$ cat src/logic/strap_cfg_pkg.sv
// Constants for the strap-driven mode and advertisement configuration block.
// Assumes a single 40 MHz core clock; no register bus, plain ports only.
package strap_cfg_pkg;

  // ****************************************
  // Clock and timing
  // ****************************************
  localparam int CLK_PERIOD_PS      = 25000;
  localparam int ISO_CLEAR_MAX_US   = 100;
  localparam int ISO_RESET_MAX_US   = 500;
  // Longest times round down to whole cycles
  localparam int ISO_CLEAR_CYC      = (ISO_CLEAR_MAX_US * 1000000) / CLK_PERIOD_PS;
  localparam int ISO_RESET_CYC      = (ISO_RESET_MAX_US * 1000000) / CLK_PERIOD_PS;
  localparam int ISO_CNT_W          = 16;

  // ****************************************
  // Basic control register layout
  // ****************************************
  localparam logic [4:0] CTRL_OFFSET     = 5'h00;
  localparam int         CTRL_RESET_BIT  = 15;
  localparam int         CTRL_SPEED_BIT  = 13;
  localparam int         CTRL_AUTONEG_STRAP_ENABLE_BIT  = 12;
  localparam int         CTRL_ISO_BIT    = 10;
  localparam int         CTRL_RESTART_BIT = 9;
  localparam int         CTRL_DUPLEX_BIT = 8;

  // ****************************************
  // Advertisement register layout
  // ****************************************
  localparam int         ADV_LSB         = 5;
  localparam int         ADV_MSB         = 8;
  localparam logic [4:0] ADV_SELECTOR    = 5'h01;
  // Ability bits within [8:5]: 100FD,100HD,10FD,10HD
  localparam logic [3:0] ADV_10_BOTH     = 4'h3;
  localparam logic [3:0] ADV_100_BOTH    = 4'hC;
  localparam logic [3:0] ADV_HALF_ONLY   = 4'h5;
  localparam logic [3:0] ADV_ALL         = 4'hF;
  localparam logic [3:0] ADV_NONE        = 4'h0;

  typedef enum logic [1:0] {
    MODE_10_HALF,
    MODE_10_FULL,
    MODE_100_HALF,
    MODE_100_FULL
  } link_mode_t;

endpackage

$ cat src/logic/ability_resolver.sv
// Picks the best common mode from local and partner ability sets.
// Assumes ability vectors ordered 100FD,100HD,10FD,10HD from msb down.
`timescale 1ns/1ps
`default_nettype none

module ability_resolver
(
  input  wire logic [3:0]                    local_ability,
  input  wire logic [3:0]                    partner_ability,
  output logic                               common_found,
  output strap_cfg_pkg::link_mode_t          best_mode
);

  logic [3:0] common;

  // ****************************************
  // Priority resolution
  // ****************************************
  always_comb
  begin
    common       = local_ability & partner_ability;
    common_found = |common;
    if (common[3])
      best_mode = strap_cfg_pkg::MODE_100_FULL;
    else if (common[2])
      best_mode = strap_cfg_pkg::MODE_100_HALF;
    else if (common[1])
      best_mode = strap_cfg_pkg::MODE_10_FULL;
    else
      best_mode = strap_cfg_pkg::MODE_10_HALF;
  end

endmodule

`default_nettype wire

$ cat src/logic/autoneg_mode_strap_config.sv
// Strap capture, forced-mode and advertisement setup, control writes, isolate exit.
// Assumes straps and management strobes synchronous to core_clk.
`timescale 1ns/1ps
`default_nettype none

module autoneg_mode_strap_config
#(
  parameter int ISO_RESET_CYC = strap_cfg_pkg::ISO_RESET_CYC,
  parameter int ISO_CLEAR_CYC = strap_cfg_pkg::ISO_CLEAR_CYC
)
(
  input  wire logic                          core_clk,
  input  wire logic                          resetn,
  input  wire logic                          clk_en,
  input  wire logic                          autoneg_strap_enable,
  input  wire logic                          ability_strap_hi,
  input  wire logic                          ability_strap_lo,
  input  wire logic                          ctrl_wr,
  input  wire logic [15:0]                   ctrl_wdata,
  input  wire logic                          adv_wr,
  input  wire logic [3:0]                    adv_wdata,
  input  wire logic [3:0]                    partner_ability,
  input  wire logic                          partner_valid,
  output logic [15:0]                        basic_control_reg,
  output logic [15:0]                        advertised_ability_reg,
  output logic                               autoneg_active,
  output logic                               autoneg_complete,
  output logic                               restart_pulse,
  output logic                               isolate,
  output strap_cfg_pkg::link_mode_t          link_mode
);

  logic        captured_r;
  logic [2:0]  strap_r;
  logic        autoneg_strap_enable_r;
  logic        speed_r;
  logic        duplex_r;
  logic        iso_bit_r;
  logic        soft_reset_r;
  logic [3:0]  adv_r;
  logic        complete_r;
  logic        restart_r;
  localparam int ISO_CNT_W_L = strap_cfg_pkg::ISO_CNT_W;

  logic        isolate_r;
  logic [ISO_CNT_W_L-1:0] iso_cnt_r;
  logic        common_found;
  logic [3:0]  strap_adv;
  strap_cfg_pkg::link_mode_t neg_mode;
  strap_cfg_pkg::link_mode_t mode_r;

  // Software reset only acts on enabled edges
  wire sw_reset = clk_en && ctrl_wr && ctrl_wdata[strap_cfg_pkg::CTRL_RESET_BIT];

  // ****************************************
  // Strap capture
  // ****************************************
  always_ff @(posedge core_clk)
  begin
    if (!resetn || sw_reset)
    begin
      captured_r <= 1'b0;
      strap_r    <= 3'h0;
    end
    else if (clk_en && !captured_r)
    begin
      captured_r <= 1'b1;
      strap_r    <= {autoneg_strap_enable, ability_strap_hi, ability_strap_lo};
    end
  end

  // Advertised set from ability straps
  always_comb
  begin
    case ({autoneg_strap_enable, ability_strap_hi, ability_strap_lo})
      3'h4:    strap_adv = strap_cfg_pkg::ADV_10_BOTH;
      3'h5:    strap_adv = strap_cfg_pkg::ADV_100_BOTH;
      3'h6:    strap_adv = strap_cfg_pkg::ADV_HALF_ONLY;
      3'h7:    strap_adv = strap_cfg_pkg::ADV_ALL;
      default: strap_adv = strap_cfg_pkg::ADV_ALL;
    endcase
  end

  // ****************************************
  // Control register
  // ****************************************
  always_ff @(posedge core_clk)
  begin
    if (!resetn)
    begin
      autoneg_strap_enable_r      <= 1'b0;
      speed_r      <= 1'b0;
      duplex_r     <= 1'b0;
      iso_bit_r    <= 1'b0;
      soft_reset_r <= 1'b0;
      adv_r        <= strap_cfg_pkg::ADV_NONE;
    end
    else if (clk_en)
    begin
      soft_reset_r <= sw_reset;
      if (sw_reset)
        iso_bit_r <= 1'b0;
      if (!captured_r)
      begin
        autoneg_strap_enable_r  <= autoneg_strap_enable;
        speed_r  <= ability_strap_hi;
        duplex_r <= ability_strap_lo;
        adv_r    <= strap_adv;
      end
      else
      begin
        if (ctrl_wr && !sw_reset)
        begin
          autoneg_strap_enable_r   <= ctrl_wdata[strap_cfg_pkg::CTRL_AUTONEG_STRAP_ENABLE_BIT];
          speed_r   <= ctrl_wdata[strap_cfg_pkg::CTRL_SPEED_BIT];
          duplex_r  <= ctrl_wdata[strap_cfg_pkg::CTRL_DUPLEX_BIT];
          iso_bit_r <= ctrl_wdata[strap_cfg_pkg::CTRL_ISO_BIT];
        end
        if (adv_wr)
          adv_r <= adv_wdata;
      end
    end
  end

  // ****************************************
  // Negotiation and restart
  // ****************************************
  ability_resolver u_resolver
  (
    .local_ability   (adv_r),
    .partner_ability (partner_ability),
    .common_found    (common_found),
    .best_mode       (neg_mode)
  );

  always_ff @(posedge core_clk)
  begin
    if (!resetn || sw_reset)
    begin
      complete_r <= 1'b0;
      restart_r  <= 1'b0;
      mode_r     <= strap_cfg_pkg::MODE_10_HALF;
    end
    else if (clk_en)
    begin
      restart_r <= 1'b0;
      if (ctrl_wr && ctrl_wdata[strap_cfg_pkg::CTRL_RESTART_BIT] && autoneg_strap_enable_r)
      begin
        restart_r  <= 1'b1;
        complete_r <= 1'b0;
      end
      else if (!autoneg_strap_enable_r)
      begin
        complete_r <= 1'b0;
        mode_r     <= strap_cfg_pkg::link_mode_t'({speed_r, duplex_r});
      end
      else if (!complete_r && partner_valid && common_found)
      begin
        complete_r <= 1'b1;
        mode_r     <= neg_mode;
      end
    end
  end

  // ****************************************
  // Isolate exit timing
  // ****************************************
  always_ff @(posedge core_clk)
  begin
    if (!resetn || sw_reset)
    begin
      isolate_r <= 1'b1;
      iso_cnt_r <= ISO_CNT_W_L'(ISO_RESET_CYC);
    end
    else if (clk_en)
    begin
      if (iso_bit_r)
      begin
        isolate_r <= 1'b1;
        iso_cnt_r <= ISO_CNT_W_L'(ISO_CLEAR_CYC);
      end
      else if (iso_cnt_r <= 1)
      begin
        isolate_r <= 1'b0;
        iso_cnt_r <= '0;
      end
      else
        iso_cnt_r <= iso_cnt_r - 1'b1;
    end
  end

  // ****************************************
  // Outputs
  // ****************************************
  always_comb
  begin
    basic_control_reg = 16'h0000;
    basic_control_reg[strap_cfg_pkg::CTRL_RESET_BIT]  = soft_reset_r;
    basic_control_reg[strap_cfg_pkg::CTRL_SPEED_BIT]  = speed_r;
    basic_control_reg[strap_cfg_pkg::CTRL_AUTONEG_STRAP_ENABLE_BIT]  = autoneg_strap_enable_r;
    basic_control_reg[strap_cfg_pkg::CTRL_ISO_BIT]    = iso_bit_r;
    basic_control_reg[strap_cfg_pkg::CTRL_DUPLEX_BIT] = duplex_r;
    advertised_ability_reg = 16'h0000;
    advertised_ability_reg[strap_cfg_pkg::ADV_MSB:strap_cfg_pkg::ADV_LSB] = adv_r;
    advertised_ability_reg[4:0] = strap_cfg_pkg::ADV_SELECTOR;
  end

  assign autoneg_active   = autoneg_strap_enable_r;
  assign autoneg_complete = complete_r;
  assign restart_pulse    = restart_r;
  assign isolate          = isolate_r;
  assign link_mode        = mode_r;

  // ****************************************
  // Checks
  // ****************************************
  property p_forced_mode;
    @(posedge core_clk) disable iff (!resetn)
    clk_en && captured_r && !autoneg_strap_enable_r && !ctrl_wr
      |=> mode_r == strap_cfg_pkg::link_mode_t'({$past(speed_r), $past(duplex_r)});
  endproperty
  a_forced_mode: assert property (p_forced_mode) else $error("forced mode mismatch");

  property p_strap_hold;
    @(posedge core_clk) disable iff (!resetn)
    captured_r && !sw_reset |=> strap_r == $past(strap_r);
  endproperty
  a_strap_hold: assert property (p_strap_hold) else $error("strap capture changed");

  property p_adv_all;
    @(posedge core_clk) disable iff (!resetn)
    clk_en && !captured_r && !sw_reset && (strap_adv == strap_cfg_pkg::ADV_ALL)
      |=> adv_r == strap_cfg_pkg::ADV_ALL;
  endproperty
  a_adv_all: assert property (p_adv_all) else $error("advert not from straps");

  property p_restart;
    @(posedge core_clk) disable iff (!resetn)
    clk_en && ctrl_wr && !sw_reset && autoneg_strap_enable_r && ctrl_wdata[strap_cfg_pkg::CTRL_RESTART_BIT]
      |=> restart_r && !complete_r;
  endproperty
  a_restart: assert property (p_restart) else $error("restart not taken");

  property p_best;
    @(posedge core_clk) disable iff (!resetn)
    $rose(complete_r) && $past(adv_r[3]) && $past(partner_ability[3])
      |-> mode_r == strap_cfg_pkg::MODE_100_FULL;
  endproperty
  a_best: assert property (p_best) else $error("not highest mode");

  property p_iso_clear;
    @(posedge core_clk) disable iff (!resetn)
    $fell(iso_bit_r) && iso_cnt_r == ISO_CNT_W_L'(ISO_CLEAR_CYC) |-> isolate_r;
  endproperty
  a_iso_clear: assert property (p_iso_clear) else $error("isolate left early");

  property p_iso_cnt_bound;
    @(posedge core_clk) disable iff (!resetn)
    iso_cnt_r <= ISO_CNT_W_L'(ISO_RESET_CYC);
  endproperty
  a_iso_cnt_bound: assert property (p_iso_cnt_bound) else $error("iso count too big");

  property p_ctrl_write;
    @(posedge core_clk) disable iff (!resetn)
    clk_en && captured_r && ctrl_wr && !sw_reset
      |=> autoneg_strap_enable_r == $past(ctrl_wdata[strap_cfg_pkg::CTRL_AUTONEG_STRAP_ENABLE_BIT]);
  endproperty
  a_ctrl_write: assert property (p_ctrl_write) else $error("control write lost");

endmodule

`default_nettype wire

$ cat config.mk
export PLATFORM = sky130hd
export DESIGN_NAME = autoneg_mode_strap_config
export DESIGN_NICKNAME = d
export VERILOG_FILES = /design/src/logic/strap_cfg_pkg.sv /design/src/logic/ability_resolver.sv /design/src/logic/autoneg_mode_strap_config.sv
export SDC_FILE = /design/constraint.sdc
export NUM_CORES = 1
export LEC_CHECK = 0
export BUFFER_PORTS_ARGS = -buffer_cell sky130_fd_sc_hd__buf_2
export CELL_PAD_IN_SITES_DETAIL_PLACEMENT = 0
export CELL_PAD_IN_SITES_GLOBAL_PLACEMENT = 2
export CORE_ASPECT_RATIO = 0.7
export CORE_MARGIN = 3
export CORE_UTILIZATION = 29
export DETAILED_ROUTE_END_ITERATION = 6
export PLACE_DENSITY_LB_ADDON = 0.1
export REMOVE_ABC_BUFFERS = 1
export SLEW_MARGIN = 15
export SYNTH_ARGS = -nofsm -noshare
export SYNTH_HDL_FRONTEND = slang
export SYNTH_HIERARCHICAL = 1
export SYNTH_SLANG_ARGS = --single-unit
$ cat constraint.sdc
create_clock -name core_clk -period 4 [get_ports core_clk]
set_input_delay 0.2 -clock core_clk [delete_from_list [all_inputs] [get_ports core_clk]]
set_output_delay 0.2 -clock core_clk [all_outputs]
set_load 0.05 [all_outputs]
==> results_tabular.tex <==
\begin{tabular}{lr}
\hline
Metric & Value \\
\hline
\multicolumn{2}{l}{\textbf{Floorplanning}} \\
\quad Die outline height & 72.0 um \\
\quad Initial Util & 30.7\% \\
\quad Top Ports & 71 \\
\quad Total Die Area & 7220 um\^{}2 \\
\quad Row count & 23 \\
\quad Die Span X & 100 um \\
\quad Standard cell core area & 5870 um\^{}2 \\
\multicolumn{2}{l}{\textbf{Power}} \\
\quad Combinational power share & 25.5\% \\
\quad Power spent charging and discharging nets & 0.000294 W \\
\quad Maximum vdd ir drop & 129 uV \\
\quad Fraction of power spent switching nets & 36.5\% \\
\quad Leakage power total & 0.875 nW \\
\quad Fraction of power consumed by sequential logic & 44.4\% \\
\quad Internal power component & 0.000511 W \\
\quad Power per Cell Area & 399 nW/um\^{}2 \\
\quad Share of total power in the clock network & 30.0\% \\
\multicolumn{2}{l}{\textbf{Route}} \\
\quad DRC violation count after routing & 0 \\
\quad Met3 WL post-DR & 300 um \\
\quad Met2 wire length & 1.64 mm \\
\quad Wl on met1 & 2.47 mm \\
\quad Detailed-route wire length & 4.44 mm \\
\quad Post-route antenna net violation count & 0 \\
\quad Post-detailed-route via-to-cell ratio & 4.71 \\
\quad Routed via count & 1516 \\
\quad Number of DRC markers after the initial detailed-route iteration & 60 \\
\quad Highest routed metal layer & met4 \\
\quad Pre-Repair DR Iteration Count & 5 \\
\quad Routed len/inst & 13.8 um \\
\multicolumn{2}{l}{\textbf{Worst setup path}} \\
\quad Required time at the endpoint of the critical path & 4.15 ns \\
\quad Startpoint types & flip-flop \\
\quad Worst reg-to-reg setup slack & 1.90 ns \\
\quad Startpoint-to-endpoint class of the critical path & reg2reg \\
\quad CP Max Fanout & 8 \\
\quad Crit path cell chain & nor3\_1 -> o2111ai\_1 -> o21ai\_1 -> nor2\_1 \\
\quad Cell type of the slowest stage on the worst timing path & sky130\_fd\_sc\_hd\_\_o21ai\_1 \\
\quad R2R depth & 4 \\
\quad Arr. time, crit path & 2.25 ns \\
\quad Worst path max stage delay & 0.62 ns \\
\quad Critical Path Start & iso\_cnt\_r[10]\$\_SDFFE\_PP1P\_ \\
\quad Kind of capture point of the worst setup path & flip-flop \\
\quad Critical register-to-register path endpoint & iso\_cnt\_r[3]\$\_SDFFE\_PP0P\_ \\
\quad Capture point of the worst path & iso\_cnt\_r[3]\$\_SDFFE\_PP0P\_ \\
\quad Launch point of the worst reg-to-reg path & iso\_cnt\_r[10]\$\_SDFFE\_PP1P\_ \\
\multicolumn{2}{l}{\textbf{CTS}} \\
\quad Number of buffers added by the clock tree synthesis step & 5 \\
\quad Number of levels the H-tree was split into & 2 \\
\quad Largest buffer count on any clock path & 2 \\
\quad Clock latency on the worst-skew pair & 0.28 ns \\
\quad TritonCTS clock tree & done \\
\quad Hold-fix buffer count after cts & 0 \\
\quad Clock sink count & 31 \\
\quad Post-CTS Setup Inserts & 0 \\
\quad Clock tree root buffer cell & sky130\_fd\_sc\_hd\_\_clkbuf\_8 \\
\quad Post-CTS Resized & 0 \\
\quad Clock-pin slew on the worst setup and hold paths & 0.07 ns \\
\multicolumn{2}{l}{\textbf{STA}} \\
\quad Setup repair after global routing missed its margin & false \\
\quad Worst max-slew margin expressed relative to the limit & 50.8\% \\
\quad Final critical delay including setup and external delays & 2.10 ns \\
\quad Final-report max-slew violation count & 0 \\
\quad Worst setup skew after layout & 0.00966 ns \\
\quad Count of endpoints failing setup in the final report & 0 \\
\quad Final worst-path cycle share & 52.5\% \\
\quad Worst-margin pin slew & 0.728 ns \\
\quad Final count of hold timing violations & 0 \\
\quad Setup TNS & 0 ns \\
\quad Maximum clock frequency & 476 MHz \\
\multicolumn{2}{l}{\textbf{Yosys}} \\
\quad Number of unique standard cell types used by synthesis & 52 \\
\quad Multiplexer area fraction after synthesis & 4.44\% \\
\quad Post-synthesis sequential area ratio & 34.4\% \\
\quad Simple-gate area share of the yosys netlist & 24.1\% \\
\quad Post-synthesis compound-gate area fraction & 16.0\% \\
\quad XOR/XNOR Fraction of Synth Area & 5.34\% \\
\quad Most instantiated flip-flop cell in the synthesis netlist & sky130\_fd\_sc\_hd\_\_dfxtp\_1 \\
\quad Average footprint of a synthesized cell & 8.39 um\^{}2 \\
\quad Share of synthesized cell area in full adder, half adder and majority cells & 1.39\% \\
\quad Dominant combinational cell family by area after synthesis & simple AND/OR/NAND/NOR gates \\
\quad Total number of yosys warnings & 6 \\
\quad Syn Std Cell Area & 1800 um\^{}2 \\
\quad Ys async rst share & 0\% \\
\quad Post-synthesis sequential element count & 31 \\
\quad Synth Instances & 215 \\
\quad Number of enable-type register cells in the synthesized netlist & 0 \\
\multicolumn{2}{l}{\textbf{Placed design}} \\
\quad PortBufs & 37 \\
\quad Detail Placement HPWL & 3.37 mm \\
\quad Weighted congestion at the end of routability-driven global placement & 0.708 \\
\multicolumn{2}{l}{\textbf{Cells and area}} \\
\quad Fraction of final layout cells sized beyond drive strength 1 & 20.2\% \\
\quad Utilization after layout & 34.3\% \\
\quad Number of antenna diodes & 0 \\
\quad Leading cell type in the layout, fill and taps excluded & sky130\_fd\_sc\_hd\_\_buf\_2 \\
\quad Highest-count cells in the layout ignoring fill and taps & sky130\_fd\_sc\_hd\_\_buf\_2, sky130\_fd\_sc\_hd\_\_dfxtp\_1, sky130\_fd\_sc\_hd\_\_nor2\_1, sky130\_fd\_sc\_hd\_\_conb\_1, sky130\_fd\_sc\_hd\_\_nand2\_1 \\
\quad Layout area overhead & 11.7\% \\
\quad Net total in the final layout & 281 \\
\multicolumn{2}{l}{\textbf{Global routing}} \\
\quad Global-route wire length before repair & 7.02 mm \\
\quad Overall overflow remaining after global route & 0 \\
\quad Maximum number of pins on one net before global-route repair & 25 \\
\quad Total routing resource utilization after global routing & 12.6\% \\
\quad Number of antenna violations at the first check in global routing & 0 \\
\quad Number of global-route vias before repair & 1367 \\
\multicolumn{2}{l}{\textbf{Flow run}} \\
\quad Max-cap check violation count & 0 \\
\multicolumn{2}{l}{\textbf{Run status}} \\
\quad Status & finished clean \\
\multicolumn{2}{l}{\textbf{Min path}} \\
\quad Path class of the lowest-slack min-delay path & in2reg \\
\hline
\end{tabular}
Yosys cell counts, drive strengths merged (4+ instances only):
master	number	area share (%)
buf	30	12
clkbuf	4	0.83
dfxtp	31	34
inv	4	0.83
a21oi	13	3.8
nand2b	8	2.8
nor3	9	2.8
nand2	15	3.1
xnor2	5	2.4
mux2i	8	4.4
nor2	24	5.0
o211ai	4	1.7
xor2	6	2.9
o21ai	5	1.4
nand3	5	1.4
power by group through the flow:
stage	combinational, W	sequential [W]	clock (W)
global placement	0.000206	0.000365	0
detailed placement	0.000205	0.000363	0
finish	0.000205	0.000357	0.000241
floorplan	0.000127	0.000389	0
global route	0.000222	0.000361	0.000264
CTS	0.000205	0.000356	0.000250
area by class of cell:
type | count | area, um^2
flip-flops and latches | 31 | 621
well taps | 75 | 93.8
multi-input cells | 166 | 1020
fillers | 643 | 3850
inverters | 5 | 18.8
clock buffers | 7 | 76.3
repair buffers | 37 | 185
clock inverters | 1 | 5.00
flip-flops by register name, indices dropped and copies added (netlist names):
signal	flops
restart_pulse	1
duplex_r	1
autoneg_complete	1
isolate	1
iso_bit_r	1
iso_cnt_r	16
speed_r	1
autoneg_active	1
soft_reset_r	1
captured_r	1
adv_r	4
link_mode	2
per-layer routing:
layer	track usage [%]	vias to the layer above
li1	-	772
met3	4.03	5
met4	3.14	0
met2	16.4	48
met1	19.6	691
met5	0	-
logic make-up after synthesis:
| group | count (synthesis) |
|---|---|
| xor gates and xnor gates | 11 |
| muxes | 8 |
| other | 2 |
| AOI/OAI and AO/OA | 42 |
| and+or+nand+nor | 80 |
| buffers and inverters | 39 |
| adders and majority gates | 2 |
| DFF | 31 |
worst min path at each step:
stage	depth (start not counted)	start	slack, ns	end
after floorplan	1	clk_en	0.30	autoneg_complete$_SDFFE_PP0P_
after global placement	2	isolate$_SDFFE_PP1P_	0.46	isolate$_SDFFE_PP1P_
after detailed placement	2	isolate$_SDFFE_PP1P_	0.45	isolate$_SDFFE_PP1P_
after CTS	3	ctrl_wdata[12]	0.19	autoneg_active$_SDFFE_PN0P_
after global routing	3	ctrl_wdata[12]	0.21	autoneg_active$_SDFFE_PN0P_
final	3	ctrl_wdata[12]	0.20	autoneg_active$_SDFFE_PN0P_
through the flow:
stage          hold WS (ns)  setup slack (ns)  power, W  cells  cell area [um^2]
2_1_floorplan         0.297              2.19  0.000516    202              1650
3_3_place_gp          0.457              1.72  0.000571    314              1930
3_5_place_dp          0.453              1.73  0.000568    314              1930
4_1_cts               0.187              1.70  0.000811    322              2010
5_1_grt               0.214              1.64  0.000847    322              2020
6_report              0.195              1.90  0.000804    322              2020
critical path: cells and delay by family (launching register included):
family / cells / cell delay (ns)
flip-flops: 1 / 0.37
AO/OA/AOI/OAI: 2 / 1.00
AND/OR/NAND/NOR: 2 / 0.58
Power figures use the tool's default switching activity.
